`src/core/fsf_map.vh`:
```
// Constants for the fault status flag block: offsets, bit positions, resets.
// Assumes inclusion by bare name from the core/ design files.
`ifndef FSF_MAP_VH
`define FSF_MAP_VH

// Widths
`define FSF_ADDR_W        8
`define FSF_DATA_W        32
`define FSF_PRIO_W        8
`define FSF_NFLAGS        5

// Register offsets (byte addresses)
`define FSF_STATUS_OFS    8'h00
`define FSF_BUS_ADDR_OFS  8'h04
`define FSF_MEM_ADDR_OFS  8'h08

// Status word bit positions
`define FSF_BIT_IMPRECISE 10
`define FSF_BIT_PRECISE   9
`define FSF_BIT_FETCH     8
`define FSF_BIT_MEMVALID  7
`define FSF_BIT_RSVD_HI   6
`define FSF_BIT_RSVD_LO   5
`define FSF_BIT_STACKING  4

// Flag vector indices
`define FSF_IDX_STACKING  0
`define FSF_IDX_MEMVALID  1
`define FSF_IDX_FETCH     2
`define FSF_IDX_PRECISE   3
`define FSF_IDX_IMPRECISE 4

// Reset values
`define FSF_STATUS_RST    32'h00000000
`define FSF_ADDR_RST      32'h00000000
`define FSF_RSVD_VAL      2'h0

// Timing: read data follows the read strobe by this many cycles
`define FSF_RD_LAT        1

`endif

```
`src/core/fsf_sticky_bit.v`:
```
// One sticky fault flag: set by a one-cycle event, cleared by a one written.
// Assumes set and clear come from logic on the same clock.
`timescale 1ns/1ps
`default_nettype none

module fsf_sticky_bit (
  // Clock and reset
  input  wire clk_i,
  input  wire srst_i,
  // Control
  input  wire set_i,
  input  wire clr_i,
  // State
  output wire flag_o
);

  reg flag_reg;
  reg flag_next;

  always @* begin
    flag_next = flag_reg;
    if (clr_i) begin
      flag_next = 1'b0;
    end
    if (set_i) begin
      flag_next = 1'b1;
    end
  end

  always @(posedge clk_i) begin
    if (srst_i) begin
      flag_reg <= 1'b0;
    end else begin
      flag_reg <= flag_next;
    end
  end

  assign flag_o = flag_reg;

endmodule // fsf_sticky_bit

`default_nettype wire

```
`src/core/fsf_addr_hold.v`:
```
// Fault address holding register, loaded on a one-cycle strobe.
// Assumes strobe and address come from logic on the same clock.
`timescale 1ns/1ps
`default_nettype none
`include "fsf_map.vh"

module fsf_addr_hold (
  // Clock and reset
  input  wire                    clk_i,
  input  wire                    srst_i,
  // Load
  input  wire                    load_i,
  input  wire [`FSF_DATA_W-1:0]  addr_i,
  // Held value
  output wire [`FSF_DATA_W-1:0]  addr_o
);

  reg [`FSF_DATA_W-1:0] addr_reg;

  always @(posedge clk_i) begin
    if (srst_i) begin
      addr_reg <= `FSF_ADDR_RST;
    end else if (load_i) begin
      addr_reg <= addr_i;
    end
  end

  assign addr_o = addr_reg;

endmodule // fsf_addr_hold

`default_nettype wire

```
`src/core/fsf_status.v`:
```
// Fault status flags (bits 10..4) with bus and memory fault address capture.
// Assumes fault events are one-cycle pulses from core logic on clk_i.
`timescale 1ns/1ps
`default_nettype none
`include "fsf_map.vh"

module fsf_status (
  // Clock and reset
  input  wire                    clk_i,
  input  wire                    srst_i,
  // Register port
  input  wire [`FSF_ADDR_W-1:0]  addr_i,
  input  wire [`FSF_DATA_W-1:0]  wdata_i,
  input  wire                    wr_i,
  input  wire                    rd_i,
  input  wire                    priv_i,
  output wire [`FSF_DATA_W-1:0]  rdata_o,
  // Data bus fault events
  input  wire                    precise_err_evt_i,
  input  wire                    imprecise_err_evt_i,
  input  wire [`FSF_DATA_W-1:0]  data_fault_addr_i,
  // Instruction fetch events
  input  wire                    prefetch_err_evt_i,
  input  wire                    issue_i,
  input  wire                    fetch_flush_i,
  // Memory management events
  input  wire                    mem_data_viol_evt_i,
  input  wire                    stacking_viol_evt_i,
  input  wire [`FSF_DATA_W-1:0]  mem_fault_addr_i,
  // Priority context
  input  wire [`FSF_PRIO_W-1:0]  cur_prio_i,
  input  wire [`FSF_PRIO_W-1:0]  bus_fault_prio_i,
  // Fault activation to the core
  output wire                    imprecise_pending_o,
  output wire                    imprecise_activate_o,
  output wire                    fetch_fault_activate_o,
  output wire                    stack_adjust_o,
  // Flag and address views
  output wire [`FSF_NFLAGS-1:0]  flags_o,
  output wire                    mem_fault_addr_valid_o,
  output wire [`FSF_DATA_W-1:0]  bus_fault_address_o,
  output wire [`FSF_DATA_W-1:0]  mem_fault_address_o
);

  // Imprecise fault sequencer states
  localparam [2:0] ST_IDLE = 3'b001;
  localparam [2:0] ST_PEND = 3'b010;
  localparam [2:0] ST_FIRE = 3'b100;

  // Bit position of each flag in the status word
  function integer fsf_pos;
    input integer idx;
    begin
      case (idx)
        `FSF_IDX_STACKING:  fsf_pos = `FSF_BIT_STACKING;
        `FSF_IDX_MEMVALID:  fsf_pos = `FSF_BIT_MEMVALID;
        `FSF_IDX_FETCH:     fsf_pos = `FSF_BIT_FETCH;
        `FSF_IDX_PRECISE:   fsf_pos = `FSF_BIT_PRECISE;
        default:            fsf_pos = `FSF_BIT_IMPRECISE;
      endcase
    end
  endfunction

  // Register decode
  wire                   sel_status;
  wire                   sel_bus_addr;
  wire                   sel_mem_addr;
  wire                   status_wr;
  wire                   rd_ok;

  // Flag control
  wire [`FSF_NFLAGS-1:0] flag_set;
  wire [`FSF_NFLAGS-1:0] flag_clr;
  wire [`FSF_NFLAGS-1:0] flag_q;
  wire [`FSF_DATA_W-1:0] status_word;

  // Address capture
  wire                   bus_addr_load;
  wire                   mem_addr_load;
  wire [`FSF_DATA_W-1:0] bus_addr_q;
  wire [`FSF_DATA_W-1:0] mem_addr_q;

  // Prefetch tracking
  reg                    fetch_held_reg;
  reg                    fetch_held_next;
  wire                   fetch_issue_fault;

  // Imprecise sequencer
  reg  [2:0]             imp_state_reg;
  reg  [2:0]             imp_state_next;
  wire                   higher_ctx;

  // Read data
  reg  [`FSF_DATA_W-1:0] rdata_reg;
  reg  [`FSF_DATA_W-1:0] rdata_next;

  // Stack pointer adjust pulse
  reg                    stack_adjust_reg;

  // Register decode; unprivileged accesses are ignored
  assign sel_status   = (addr_i == `FSF_STATUS_OFS);
  assign sel_bus_addr = (addr_i == `FSF_BUS_ADDR_OFS);
  assign sel_mem_addr = (addr_i == `FSF_MEM_ADDR_OFS);
  assign status_wr    = wr_i & priv_i & sel_status;
  assign rd_ok        = rd_i & priv_i;

  // Prefetch error waits for the issue of the faulting instruction
  always @* begin
    fetch_held_next = fetch_held_reg;
    if (fetch_issue_fault || fetch_flush_i) begin
      fetch_held_next = 1'b0;
    end
    if (prefetch_err_evt_i) begin
      fetch_held_next = 1'b1;
    end
  end

  always @(posedge clk_i) begin
    if (srst_i) begin
      fetch_held_reg <= 1'b0;
    end else begin
      fetch_held_reg <= fetch_held_next;
    end
  end

  assign fetch_issue_fault = fetch_held_reg & issue_i;

  // Set events per flag
  assign flag_set[`FSF_IDX_STACKING]  = stacking_viol_evt_i;
  assign flag_set[`FSF_IDX_MEMVALID]  = mem_addr_load;
  assign flag_set[`FSF_IDX_FETCH]     = fetch_issue_fault;
  assign flag_set[`FSF_IDX_PRECISE]   = precise_err_evt_i;
  assign flag_set[`FSF_IDX_IMPRECISE] = imprecise_err_evt_i;

  // One sticky cell per flag, cleared by a one at its own bit position
  genvar gi;
  generate
    for (gi = 0; gi < `FSF_NFLAGS; gi = gi + 1) begin : g_flag
      assign flag_clr[gi] = status_wr & wdata_i[fsf_pos(gi)];

      fsf_sticky_bit u_flag (
        .clk_i  (clk_i),
        .srst_i (srst_i),
        .set_i  (flag_set[gi]),
        .clr_i  (flag_clr[gi]),
        .flag_o (flag_q[gi])
      );
    end
  endgenerate

  // Flags are independent cells, so an imprecise flag survives a later precise one
  assign flags_o = flag_q;

  // Status word; reserved and unused bits read zero
  assign status_word = {
    {(`FSF_DATA_W-`FSF_BIT_IMPRECISE-1){1'b0}},
    flag_q[`FSF_IDX_IMPRECISE],
    flag_q[`FSF_IDX_PRECISE],
    flag_q[`FSF_IDX_FETCH],
    flag_q[`FSF_IDX_MEMVALID],
    `FSF_RSVD_VAL,
    flag_q[`FSF_IDX_STACKING],
    {`FSF_BIT_STACKING{1'b0}}
  };

  // Only a precise data error loads the bus fault address
  assign bus_addr_load = precise_err_evt_i;

  fsf_addr_hold u_bus_addr (
    .clk_i  (clk_i),
    .srst_i (srst_i),
    .load_i (bus_addr_load),
    .addr_i (data_fault_addr_i),
    .addr_o (bus_addr_q)
  );

  // Only a data access violation loads the memory fault address
  assign mem_addr_load = mem_data_viol_evt_i & ~stacking_viol_evt_i;

  fsf_addr_hold u_mem_addr (
    .clk_i  (clk_i),
    .srst_i (srst_i),
    .load_i (mem_addr_load),
    .addr_i (mem_fault_addr_i),
    .addr_o (mem_addr_q)
  );

  // Lower number is higher priority
  assign higher_ctx = (cur_prio_i < bus_fault_prio_i);

  // Imprecise fault held until the higher-priority contexts have returned
  always @* begin
    imp_state_next = imp_state_reg;
    case (imp_state_reg)
      ST_IDLE: begin
        if (imprecise_err_evt_i) begin
          if (higher_ctx) begin
            imp_state_next = ST_PEND;
          end else begin
            imp_state_next = ST_FIRE;
          end
        end
      end
      ST_PEND: begin
        if (!higher_ctx) begin
          imp_state_next = ST_FIRE;
        end
      end
      ST_FIRE: begin
        if (imprecise_err_evt_i && higher_ctx) begin
          imp_state_next = ST_PEND;
        end else if (imprecise_err_evt_i) begin
          imp_state_next = ST_FIRE;
        end else begin
          imp_state_next = ST_IDLE;
        end
      end
      default: begin
        imp_state_next = ST_IDLE;
      end
    endcase
  end

  always @(posedge clk_i) begin
    if (srst_i) begin
      imp_state_reg <= ST_IDLE;
    end else begin
      imp_state_reg <= imp_state_next;
    end
  end

  assign imprecise_pending_o  = (imp_state_reg == ST_PEND);
  assign imprecise_activate_o = (imp_state_reg == ST_FIRE);
  assign fetch_fault_activate_o = fetch_issue_fault;

  // Stacking violation does not stop the stack pointer update
  always @(posedge clk_i) begin
    if (srst_i) begin
      stack_adjust_reg <= 1'b0;
    end else begin
      stack_adjust_reg <= stacking_viol_evt_i;
    end
  end

  assign stack_adjust_o = stack_adjust_reg;

  // Read mux; unmapped or unprivileged reads give zero
  always @* begin
    rdata_next = {`FSF_DATA_W{1'b0}};
    if (rd_ok) begin
      if (sel_status) begin
        rdata_next = status_word;
      end else if (sel_bus_addr) begin
        rdata_next = bus_addr_q;
      end else if (sel_mem_addr) begin
        rdata_next = mem_addr_q;
      end
    end
  end

  always @(posedge clk_i) begin
    if (srst_i) begin
      rdata_reg <= `FSF_STATUS_RST;
    end else begin
      rdata_reg <= rdata_next;
    end
  end

  assign rdata_o                = rdata_reg;
  assign mem_fault_addr_valid_o = flag_q[`FSF_IDX_MEMVALID];
  assign bus_fault_address_o    = bus_addr_q;
  assign mem_fault_address_o    = mem_addr_q;

endmodule // fsf_status

`default_nettype wire

```
`config.mk`:
```
export PLATFORM = sky130hd
export DESIGN_NAME = fsf_status
export DESIGN_NICKNAME = d
export VERILOG_FILES = /design/src/core/fsf_sticky_bit.v /design/src/core/fsf_addr_hold.v /design/src/core/fsf_status.v
export VERILOG_INCLUDE_DIRS = /design/src /design/src/core
export SDC_FILE = /design/constraint.sdc
export NUM_CORES = 1
export LEC_CHECK = 0
export BUFFER_PORTS_ARGS = -buffer_cell sky130_fd_sc_hd__clkbuf_2
export CORE_ASPECT_RATIO = 0.8
export CORE_MARGIN = 2
export CORE_UTILIZATION = 42
export CTS_CLUSTER_SIZE = 8
export DETAILED_ROUTE_END_ITERATION = 10
export PLACE_DENSITY = 0.77
export SLEW_MARGIN = 10
export SYNTH_ARGS = -nofsm -noshare
export SYNTH_HDL_FRONTEND = slang
export SYNTH_HIERARCHICAL = 1
export SYNTH_SLANG_ARGS = --single-unit
```
`constraint.sdc`:
```
create_clock -name clk_i -period 2.9 [get_ports clk_i]
set_input_delay 0.29 -clock clk_i [delete_from_list [all_inputs] [get_ports clk_i]]
set_output_delay 0.29 -clock clk_i [all_outputs]
set_load 0.01 [all_outputs]
```
# After elaboration in Yosys (flattened, before gate mapping)
# Cells that the tools add are included.
# classes
addsub	0
mul	0
div_mod_pow	0
magnitude_cmp	1
n_eq_ne	7
shifts	0
n_mux	21
bitwise	12
n_reduce_logical	12
# op_table
cell	n
32-bit 2-to-1 mux	2
3-bit 2-to-1 mux	5
1-bit 2-to-1 mux	12
2-bit nonzero test	6
11-bit 2-to-1 mux	1
1-bit bitwise AND	10
3-bit one-hot mux with 3 select lines	1
8-bit by 3-bit == test with 1-bit output, second input constant	1
8-bit by 4-bit == test with 1-bit output, second input constant	1
8-bit logical NOT	1
8-bit < comparator	1
2-bit inequality test, second input constant	2
3-bit by 1-bit == test with 1-bit output, second input constant	1
3-bit by 2-bit == test with 1-bit output, second input constant	1
3-bit == test, second input constant	1
3-bit OR reduction	1
1-bit inverter	2
2-bit AND reduction	1
2-bit OR reduction	1
1-bit logical AND	1
1-bit logical OR	1
# totals
regBits	106
latch_bits	0
mem_bits_rw	0
rom_bits	0
in_bits	132
out_inout_bits	106
elab_cells	65
n_memories	0

# Longest topological paths before layout
# Gate-level depths: netlist of the first run.
# logic_depth
depth_word	5
mapped_depth	6
ltp_nobuf	6

# Cells and area by module
# Netlist of the first run, hierarchy kept.
# by_module_without_submodules
module	n_inst	cells_each	area_each_um2	seq_area_each_um2
fsf_addr_hold	2	103	1163.6	640.6
fsf_status	1	174	1724.2	740.7
fsf_sticky_bit	5	4	38.8	20.0

# Least setup slack after synthesis of the first run
# No wires, ideal clock.
# synth_timing
path_type	input-to-reg
start	input bus_fault_prio_i[2]
end	register imp_state_reg[1]
setup_ns	0.065
arrival_time_ns	1.217
required_time_ns	2.835
setup_slack_ns	1.618
path_stages	6
path_buffers	0
cell_sequence	inv_1 -> ha_1 -> a211oi_1 -> o21ai_0 -> a41oi_1 -> nor2b_1
# synth_via
elab_chain_len	4
# synth_rtl
element	line	source
start: declaration	fsf_status.v:32	input wire [`FSF_PRIO_W-1:0] bus_fault_prio_i,
8-bit < comparator (*)	fsf_status.v:189	assign higher_ctx = (cur_prio_i < bus_fault_prio_i);
3-bit 2-to-1 mux or 1-bit logical AND (tied branches)	fsf_status.v:197, fsf_status.v:210	
3-bit 2-to-1 mux, on equally long branches	fsf_status.v:196, fsf_status.v:210	
3-bit one-hot mux with 3 select lines	fsf_status.v:194	case (imp_state_reg)
end signal: assignment	fsf_status.v:228	imp_state_reg <= imp_state_next;
end: declaration	fsf_status.v:89	reg [2:0] imp_state_reg;
# Every way passes the cells marked *; elsewhere a longest branch is shown, timed or not. The select of a mux whose other input is x is not followed.
# A chain may end at the register's enable or synchronous reset.

# Worst setup path after layout of the first run
# layout_timing
start	input addr_i[3]
end	register rdata_reg[11] (netlist: rdata_o[11])
# layout_via
elab_chain_len	3
# layout_rtl
element	line	source
start: declaration	fsf_status.v:12	input wire [`FSF_ADDR_W-1:0] addr_i,
8-bit by 4-bit == test with 1-bit output (no source line)	-	
32-bit 2-to-1 mux	fsf_status.v:255	end else if (sel_mem_addr) begin
32-bit 2-to-1 mux	fsf_status.v:253	end else if (sel_bus_addr) begin
end signal: assignment	fsf_status.v:263	rdata_reg <= `FSF_STATUS_RST;
end signal: assignment	fsf_status.v:265	rdata_reg <= rdata_next;
end: declaration	fsf_status.v:94	reg [`FSF_DATA_W-1:0] rdata_reg;
# Parallel ways exist; a longest one is shown, timed or not.

==> results.sh, run 1 <==
export IMPL_synth_edf_count=0
export IMPL_fp_coreArea_um2=9730
export IMPL_yosys_warnings=6
export IMPL_timing_rr_start="imp_state_reg[2]"
export IMPL_antenna_cells_inserted=0
export IMPL_timing_reg2reg_worst_path_depth=4
export IMPL_synth_seq_area_share_pct=50.0
export IMPL_final_fill_count=854
export IMPL_detail_route_wl_per_cell_um=14.6
export IMPL_crit_family="simple AND/OR/NAND/NOR gates"
export IMPL_power_share_clock_pct=40.4
export IMPL_synthesis_instances=400
export IMPL_cts_setup_buffers=0
export IMPL_muxShareOfSynthArea_pct=16.3
export IMPL_yosys_register_bits=106
export IMPL_timing_hold_worst_path_depth=3
export IMPL_cts_max_level=3
export IMPL_static_leakage_power_nw=2.70
export IMPL_finalSetupViolations=0
export IMPL_totalWireLength_um=10800
export IMPL_seq_power_share_pct=48.2
export IMPL_drt_initial_drc_count=193
export IMPL_share_comb_of_total_power_pct=11.5
export IMPL_layout_drive_gt1_share_pct=42.0
export IMPL_timing_critical_path_cells="clkbuf_2, nor2b_4, a22oi_1, nor2_1"
export IMPL_swShare_pct=24.1
export IMPL_achievable_frequency_ghz=0.712
export IMPL_cts_sink_count=106
export IMPL_hold_path_end="fetch_held_reg"
export IMPL_clock_latency_ps=340
export IMPL_finalWorstPathRequiredPeriod_ps=1410
export IMPL_outcome="finished, final reports clean"
export IMPL_rows=32
export IMPL_vias_per_cell=4.79
export IMPL_initial_util_pct=43.6
export IMPL_worstPathBufferInverterCount=1
export IMPL_cts_hold_buffers_added=0
export IMPL_hpwlAfterDp_um=7960
export IMPL_ys_dominant_reg_cell="dfxtp_1"
export IMPL_first_global_vias=3410
export IMPL_tritoncts="yes"
export IMPL_hold_class="in2reg"
export IMPL_synth_top_family_by_area="multiplexers"
export IMPL_io_pins=238
export IMPL_gp_routability_congestion=0.849
export IMPL_numCtsBuffers=9
export IMPL_clk_root_buffer_cell="clkbuf_16"
export IMPL_synth_area_um2=4250
export IMPL_switching_power_w=0.000782
export IMPL_num_nets_final=737
export IMPL_post_route_antenna_net_violation_count=0
export IMPL_setup_total_negative_slack_ps=0
export IMPL_grt_remaining_overflow=0
export IMPL_required_ps=3170
export IMPL_start_kind="input pin"
export IMPL_drt_first_pass_iters=4
export IMPL_grt_first_pass_wirelength_um=16700
export IMPL_worst_pin_slew_ps=997
export IMPL_final_core_utilization_pct=57.0
export IMPL_intPower_w=0.00246
export IMPL_clockBufferDepth=2
export IMPL_power_density_cell_area_nw_per_um2=585
export IMPL_grt_use_total_pct=19.8
export IMPL_critPathMaxStageDelay_ps=860
export IMPL_totalPowerFinal_w=0.00324
export IMPL_cts_repair_resized=0
export IMPL_critPathSlowestCell="nor2b_4"
export IMPL_worst_ir_drop_vdd_mv=0.312
export IMPL_worst_endpoint_arrival_ps=1670
export IMPL_port_buffer_count=210
export IMPL_reg2reg_setup_slack_ps=1720
export IMPL_post_synthesis_to_final_layout_area_growth_pct=30.5
export IMPL_crit_path_end_kind="flop"
export IMPL_synth_area_per_cell_um2=10.6
export IMPL_final_hold_viol_count=0
export IMPL_synth_compound_area_share_pct=8.66
export IMPL_synth_fp_nets=539
export IMPL_die_height_um=93.9
export IMPL_synthAdderAreaFrac_pct=2.06
export IMPL_finalNonFillerCells=739
export IMPL_critPathKind="in2reg"
export IMPL_crit_reg_reg_endpoint="imp_state_reg[1]"
export IMPL_critPathMaxFanout=32
export IMPL_antenna_found_initial=0
export IMPL_timing_slew_headroom_pct=33.4
export IMPL_period_share_pct=48.5
export IMPL_synthXorXnorAreaFrac_pct=0
export IMPL_clock_skew_final_ps=5.18
export IMPL_dp_cells=723
export IMPL_drt_drc_violations_left=0
export IMPL_crit_path_start="addr_i[3]"
export IMPL_synth_cell_type_count=30
export IMPL_cap_viol_max_count=0
export IMPL_floorplan_die_area_um2=10900
export IMPL_slew_violations=0
export IMPL_synthSimpleGateAreaFrac_pct=14.9
export IMPL_fraction_of_registers_with_async_set_or_reset_after_synthesis_pct=0
export IMPL_die_w_um=116
export IMPL_grt_setup_unrepaired="false"
export IMPL_grt_max_degree=73
export IMPL_hold_path_startpoint="prefetch_err_evt_i"
export IMPL_worst_setup_hold_path_clk_slew_ps=70
export IMPL_route_vias_total=3543
==> synth_stat cells (6+ instances only) <==
master | count | area [µm²]
and2_1 | 7 | 43.8
clkbuf_1 | 6 | 22.5
buf_6 | 11 | 124
a21oi_2 | 8 | 70.1
ha_1 | 7 | 87.6
inv_1 | 12 | 45.0
buf_12 | 7 | 140
a22oi_1 | 20 | 150
mux2i_1 | 69 | 691
a22oi_2 | 7 | 87.6
dfxtp_1 | 106 | 2120
nor2_1 | 105 | 394
==> placed cells by master (no fill, tap or decap), types with 2 or more instances in the layout <==
cell,netlist,final
a21oi_1,5,5
nor2b_4,1,3
buf_4,2,2
a22oi_2,7,7
bufinv_16,0,2
nand2b_1,5,5
a22oi_1,20,20
nor2_2,3,3
o21ai_0,2,2
nor2b_1,5,3
inv_1,12,12
and2_1,7,7
dfxtp_1,106,106
clkbuf_16,0,9
nor2_1,105,105
nand2_1,2,2
a21oi_2,8,8
clkbuf_2,0,210
clkinv_4,0,2
ha_1,7,7
mux2i_1,69,69
==> area by class of cell <==
cell class | count | area [µm²] | area share (%)
Sequential cell | 106 | 2120 | 38.3
Multi-Input combinational cell | 256 | 1790 | 32.3
Timing Repair Buffer | 213 | 1090 | 19.6
Clock buffer | 10 | 229 | 4.13
Tap cell | 136 | 170 | 3.07
Clock inverter | 6 | 97.6 | 1.76
Inverter | 12 | 45.0 | 0.813
==> worst reg2reg max path: stages (launching register included) <==
cell and delay, ps:
dfxtp_1 340, nor4bb_1 270, a311oi_1 70, or2_2 310, nor2b_1 110
==> worst max-delay path by stage <==
stage                            end  depth (start not counted)
CTS                      rdata_o[11]                          4
global placement         rdata_o[14]                          4
global route             rdata_o[30]                          4
finish                   rdata_o[11]                          4
floorplan           imp_state_reg[1]                          6
detailed placement       rdata_o[11]                          4
==> metrics by stage <==
| stage | hold WS [ps] | setup slack [ps] | area [µm²] |
|---|---|---|---|
| after floorplan | 352 | 1620 | 4250 |
| after global placement | 457 | 1180 | 5220 |
| after detailed placement | 472 | 1120 | 5220 |
| after CTS | 151 | 1490 | 5540 |
| after global routing | 176 | 1380 | 5540 |
| final | 161 | 1490 | 5540 |
==> power by group through the flow <==
| stage | registers, W | logic, W | clock network [W] |
|---|---|---|---|
| floorplan | 0.00161 | 0.000206 | 0 |
| detailed placement | 0.00159 | 0.000375 | 0 |
| finish | 0.00156 | 0.000372 | 0.00131 |
| global route | 0.00157 | 0.000412 | 0.00140 |
| CTS | 0.00156 | 0.000377 | 0.00134 |
| global placement | 0.00159 | 0.000366 | 0 |
==> routing by layer <==
layer	vias up	track usage, %	part of all wire [%]
li1	1743	-	-
met1	1639	25.1	44
met2	151	32.8	47
met3	10	6.39	8.1
met4	0	4.76	1.1
met5	-	0	0
==> cell families after synthesis <==
kind of cell / after synthesis
and+or+nand+nor: 135
DFF: 106
muxes: 69
AOI/OAI and AO/OA: 45
buffers and inverters: 38
adders and majority gates: 7
(Power assumes the default switching activity.)
==> inputs of run 2 (changes only) <==
- clock period: 2.9 -> 1.41 ns (I/O delays scaled with it)
==> run 2 against run 1 <==
Clock-buffer cell count is 1 lower. Die area stayed put. Largest power group unchanged. Highest routed layer unchanged. Utilization is 0.55 points higher. Via count is 0.14% lower. Sequential share of layout area is 0.37 points lower. First-iteration DRC count is 27% lower. Clock skew is 1.5 ps lower.
==> results.sh, run 2 (same netlist as run 1, synthesis figures left out) <==
export IMPL_initial_util_pct=43.6
export IMPL_post_route_antenna_net_violation_count=0
export IMPL_drt_drc_violations_left=0
export IMPL_dpl_instance_area_um2=5300
export IMPL_floorplan_die_area_um2=10900
export IMPL_clk_root_buffer_cell="clkbuf_16"
export IMPL_most_common_layout_cells="clkbuf_2 (210), dfxtp_1 (106), nor2_1 (105)"
export IMPL_setup_total_negative_slack_ps=0
export IMPL_tritoncts="yes"
export IMPL_cts_max_level=3
export IMPL_layout_drive_gt1_share_pct=43.0
export IMPL_final_core_utilization_pct=57.5
export IMPL_critPathMaxStageDelay_ps=350
export IMPL_final_fill_count=874
export IMPL_antenna_found_initial=0
export IMPL_fp_coreArea_um2=9730
export IMPL_power_density_cell_area_nw_per_um2=1150
export IMPL_rows=32
export IMPL_worst_pin_slew_ps=797
export IMPL_critPathKind="reg2out"
export IMPL_grt_use_total_pct=20.0
export IMPL_required_ps=1270
export IMPL_grt_first_pass_wirelength_um=16800
export IMPL_vias_per_cell=4.73
export IMPL_static_leakage_power_nw=2.74
export IMPL_outcome="finished, final reports clean"
export IMPL_grt_remaining_overflow=0
export IMPL_critPathSlowestCell="dfxtp_1"
export IMPL_post_synthesis_to_final_layout_area_growth_pct=31.8
export IMPL_timing_slew_headroom_pct=46.8
export IMPL_worstPathBufferInverterCount=1
export IMPL_die_w_um=116
export IMPL_final_hold_viol_count=0
export IMPL_grt_max_degree=42
export IMPL_reg2reg_setup_slack_ps=290
export IMPL_worst_ir_drop_vdd_mv=0.676
export IMPL_finalSetupViolations=0
export IMPL_crit_path_end_kind="primary output"
export IMPL_antenna_cells_inserted=0
export IMPL_area_of_all_placed_cells_without_fillers_um2=5600
export IMPL_cap_viol_max_count=0
export IMPL_grt_setup_unrepaired="false"
export IMPL_cts_repair_resized=0
export IMPL_achievable_frequency_ghz=0.821
export IMPL_totalWireLength_um=10800
export IMPL_first_global_vias=3441
export IMPL_route_vias_total=3538
export IMPL_period_share_pct=86.4
export IMPL_hpwlAfterDp_um=8160
export IMPL_io_pins=238
export IMPL_crit_family="flip-flops"
export IMPL_port_buffer_count=210
export IMPL_start_kind="flop"
export IMPL_worst_setup_hold_path_clk_slew_ps=70
export IMPL_cts_hold_buffers_added=0
export IMPL_drt_initial_drc_count=141
export IMPL_hold_class="in2reg"
export IMPL_clock_skew_final_ps=3.70
export IMPL_num_nets_final=747
export IMPL_clock_latency_ps=340
export IMPL_slew_violations=0
export IMPL_worst_endpoint_arrival_ps=1080
export IMPL_drt_first_pass_iters=4
export IMPL_die_height_um=93.9
export IMPL_numCtsBuffers=9
export IMPL_timing_critical_path_cells="nor3b_2, clkbuf_2"
export IMPL_cts_setup_buffers=0
export IMPL_final_common_cell="clkbuf_2"
export IMPL_critPathMaxFanout=3
export IMPL_clockBufferDepth=2
export IMPL_cts_sink_count=106
export IMPL_gp_routability_congestion=0.866
export IMPL_detail_route_wl_per_cell_um=14.5
export IMPL_finalWorstPathRequiredPeriod_ps=1220
==> run 2: final cells by class <==
cell class | instances | area [µm²] | share of cell area, %
multi-input combinational | 256 | 1790 | 32.0
sequential | 106 | 2120 | 37.9
tap | 136 | 170 | 3.04
inverter | 12 | 45.0 | 0.805
timing repair buffer | 223 | 1170 | 21.0
clock buffer | 9 | 225 | 4.03
clock inverter | 6 | 67.6 | 1.21
==> run 2: per-layer routing <==
metal  share of wire, %  GRT usage (%)  vias to the layer above
met5                  0              0                        -
met3                7.8           5.87                       15
li1                   -              -                     1755
met1                 43           24.0                     1618
met4                1.2           6.05                        0
met2                 48           34.4                      150
==> run 2: path summary, 6_finish.rpt <==
path | start | cells past startpoint | end
setup / recovery | imp_state_reg[1] | 2 | imprecise_pending_o
hold / removal | prefetch_err_evt_i | 3 | fetch_held_reg
setup reg to reg | imp_state_reg[2] | 4 | imp_state_reg[2]
hold reg to reg | fetch_held_reg | 2 | fetch_held_reg
==> run 2: power breakdown <==
part	internal, W	switching (W)
clock	0.00138	0.00107
sequential	0.00311	0.000101
combinational	0.000381	0.000399
total	0.00487	0.00157
==> run 2: metrics by stage <==
stage / setup slack (ps) / std cells / hold WS, ps / power [W]
3_3_place_gp: 13.0 / 733 / 352 / 0.00404
6_report: 192 / 748 / 7.48 / 0.00644
2_1_floorplan: 277 / 400 / 203 / 0.00374
4_1_cts: 185 / 748 / 2.51 / 0.00653
5_1_grt: 128 / 748 / 23.7 / 0.00673
3_5_place_dp: -17.1 / 733 / 362 / 0.00407
==> run 2: worst reg2reg max path: stages, from the launching register on <==
cell	delay [ps]
dfxtp_1	340
nor4bb_1	260
a311oi_1	60
or2_2	300
nor2_1	100
==> inputs of run 3 (changes only) <==
- HOLD_SLACK_MARGIN: default -> 0.03
==> run 3 against run 2 <==
Sequential power hardly changed. Combinational power is 1% higher. Setup slack worse by 0.75 ps. Sequential share of layout area is 0.34 points lower. Largest cell class unchanged. Largest power group unchanged. Highest routed layer unchanged.
==> results.sh, run 3 (same netlist as run 1, synthesis figures left out) <==
export IMPL_grt_use_total_pct=20.0
export IMPL_wl_met1_um=4730
export IMPL_grt_setup_unrepaired="false"
export IMPL_initial_util_pct=43.6
export IMPL_antenna_found_initial=0
export IMPL_grt_remaining_overflow=0
export IMPL_floorplan_die_area_um2=10900
export IMPL_clock_skew_final_ps=3.96
export IMPL_critPathKind="reg2out"
export IMPL_area_taken_by_multi_input_logic_gates_um2=1790
export IMPL_clockBufferDepth=2
export IMPL_clk_root_buffer_cell="clkbuf_16"
export IMPL_layout_area_seq_um2=2120
export IMPL_layout_drive_gt1_share_pct=42.6
export IMPL_cap_viol_max_count=0
export IMPL_tritoncts="yes"
export IMPL_die_w_um=116
export IMPL_finalNonFillerCells=753
export IMPL_drt_initial_drc_count=162
export IMPL_power_density_cell_area_nw_per_um2=1140
export IMPL_dpl_instance_area_um2=5300
export IMPL_crit_family="flip-flops"
export IMPL_num_nets_final=752
export IMPL_cts_setup_buffers=0
export IMPL_dr_max_layer_used="met4"
export IMPL_first_global_vias=3460
export IMPL_cts_max_level=3
export IMPL_final_hold_viol_count=0
export IMPL_critPathMaxFanout=3
export IMPL_worst_pin_slew_ps=813
export IMPL_cts_sink_count=106
export IMPL_die_height_um=93.9
export IMPL_worst_ir_drop_vdd_mv=0.676
export IMPL_slew_violations=0
export IMPL_area_of_all_placed_cells_without_fillers_um2=5650
export IMPL_post_synthesis_to_final_layout_area_growth_pct=33.0
export IMPL_drt_first_pass_iters=4
export IMPL_outcome="finished, final reports clean"
export IMPL_achievable_frequency_ghz=0.820
export IMPL_finalSetupViolations=0
export IMPL_period_share_pct=86.5
export IMPL_final_fill_count=862
export IMPL_critPathSlowestCell="dfxtp_1"
export IMPL_totalWireLength_um=10900
export IMPL_timing_critical_path_cells="nor3b_2, clkbuf_2"
export IMPL_rows=32
export IMPL_dp_cells=733
export IMPL_static_leakage_power_nw=2.76
export IMPL_vias_per_cell=4.73
export IMPL_finalWorstPathRequiredPeriod_ps=1220
export IMPL_worstPathBufferInverterCount=1
export IMPL_fp_coreArea_um2=9730
export IMPL_required_ps=1270
export IMPL_grt_max_degree=42
export IMPL_worst_endpoint_arrival_ps=1080
export IMPL_finalHoldWorstSlack_ps=39.1
export IMPL_numCtsBuffers=9
export IMPL_detail_route_wl_per_cell_um=14.5
export IMPL_most_common_layout_cells="clkbuf_2 (210), dfxtp_1 (106), nor2_1 (105)"
export IMPL_drt_drc_violations_left=0
export IMPL_crit_path_end_kind="primary output"
export IMPL_critPathMaxStageDelay_ps=350
export IMPL_timing_slew_headroom_pct=45.7
export IMPL_gp_routability_congestion=0.866
export IMPL_clock_latency_ps=340
export IMPL_route_vias_total=3560
export IMPL_port_buffer_count=210
export IMPL_grt_first_pass_wirelength_um=16900
export IMPL_total_met2_wirelength_after_detailed_routing_um=5200
export IMPL_post_route_antenna_net_violation_count=0
export IMPL_hpwlAfterDp_um=8160
export IMPL_final_common_cell="clkbuf_2"
export IMPL_worst_setup_hold_path_clk_slew_ps=70
export IMPL_start_kind="flop"
export IMPL_antenna_cells_inserted=0
export IMPL_hold_class="in2reg"
export IMPL_met3_length_um=839
export IMPL_io_pins=238
-- run 3: changes by cell type in the layout (fill, tap and decap cells not counted) --
cell           delta
dlygate4sd3_1     +5
-- run 3: worst paths after layout --
path | endpoint | cells after the start | slack (ps) | from
min reg2reg | fetch_held_reg | 2 | 480 | fetch_held_reg
max reg2reg | imp_state_reg[2] | 4 | 290 | imp_state_reg[2]
min | u_bus_addr/addr_o[27] | 3 | 40 | data_fault_addr_i[27]
max | imprecise_pending_o | 2 | 190 | imp_state_reg[1]
-- run 3: worst register-to-register path: cells and delay by family, from the launching register on --
kind,cells,cell delay [ps]
simple gates,3,660
compound gates,1,60
flops,1,340
-- run 3: repair_timing --
item	in CTS	in global routing
hold buffers	5	0
resized for setup	0	0
hold endpoints to repair	5	0
-- run 3: power by group --
group | internal (W) | switching (W)
Combinational | 0.000390 | 0.000401
Sequential | 0.00311 | 0.000101
Clock | 0.00138 | 0.00108
Total | 0.00488 | 0.00158
-- run 3: area by class of cell --
class	instances	area share (%)
multi-input cells	256	31.7
well taps	136	3.01
repair buffers	228	21.7
clock inverters	6	1.20
clock buffers	9	3.99
flip-flops and latches	106	37.6
inverters	12	0.798
-- run 3: metrics by stage --
step | setup WS, ps | setup TNS [ps] | util (%) | total power [W]
2_1_floorplan | 277 | 0 | - | 0.00374
5_1_grt | 128 | 0 | 58.0 | 0.00674
3_5_place_dp | -17.1 | -24.3 | 54.5 | 0.00407
4_1_cts | 185 | 0 | 58.0 | 0.00654
6_report | 191 | 0 | 58.0 | 0.00646
3_3_place_gp | 13.0 | 0 | 54.5 | 0.00404
-- run 3: routing by layer --
metal  vias to the layer above  global-route usage (%)
met5                         -                       0
met4                         0                    6.25
met3                        13                    5.87
met2                       147                    34.5
met1                      1631                    24.0
li1                       1769                       -
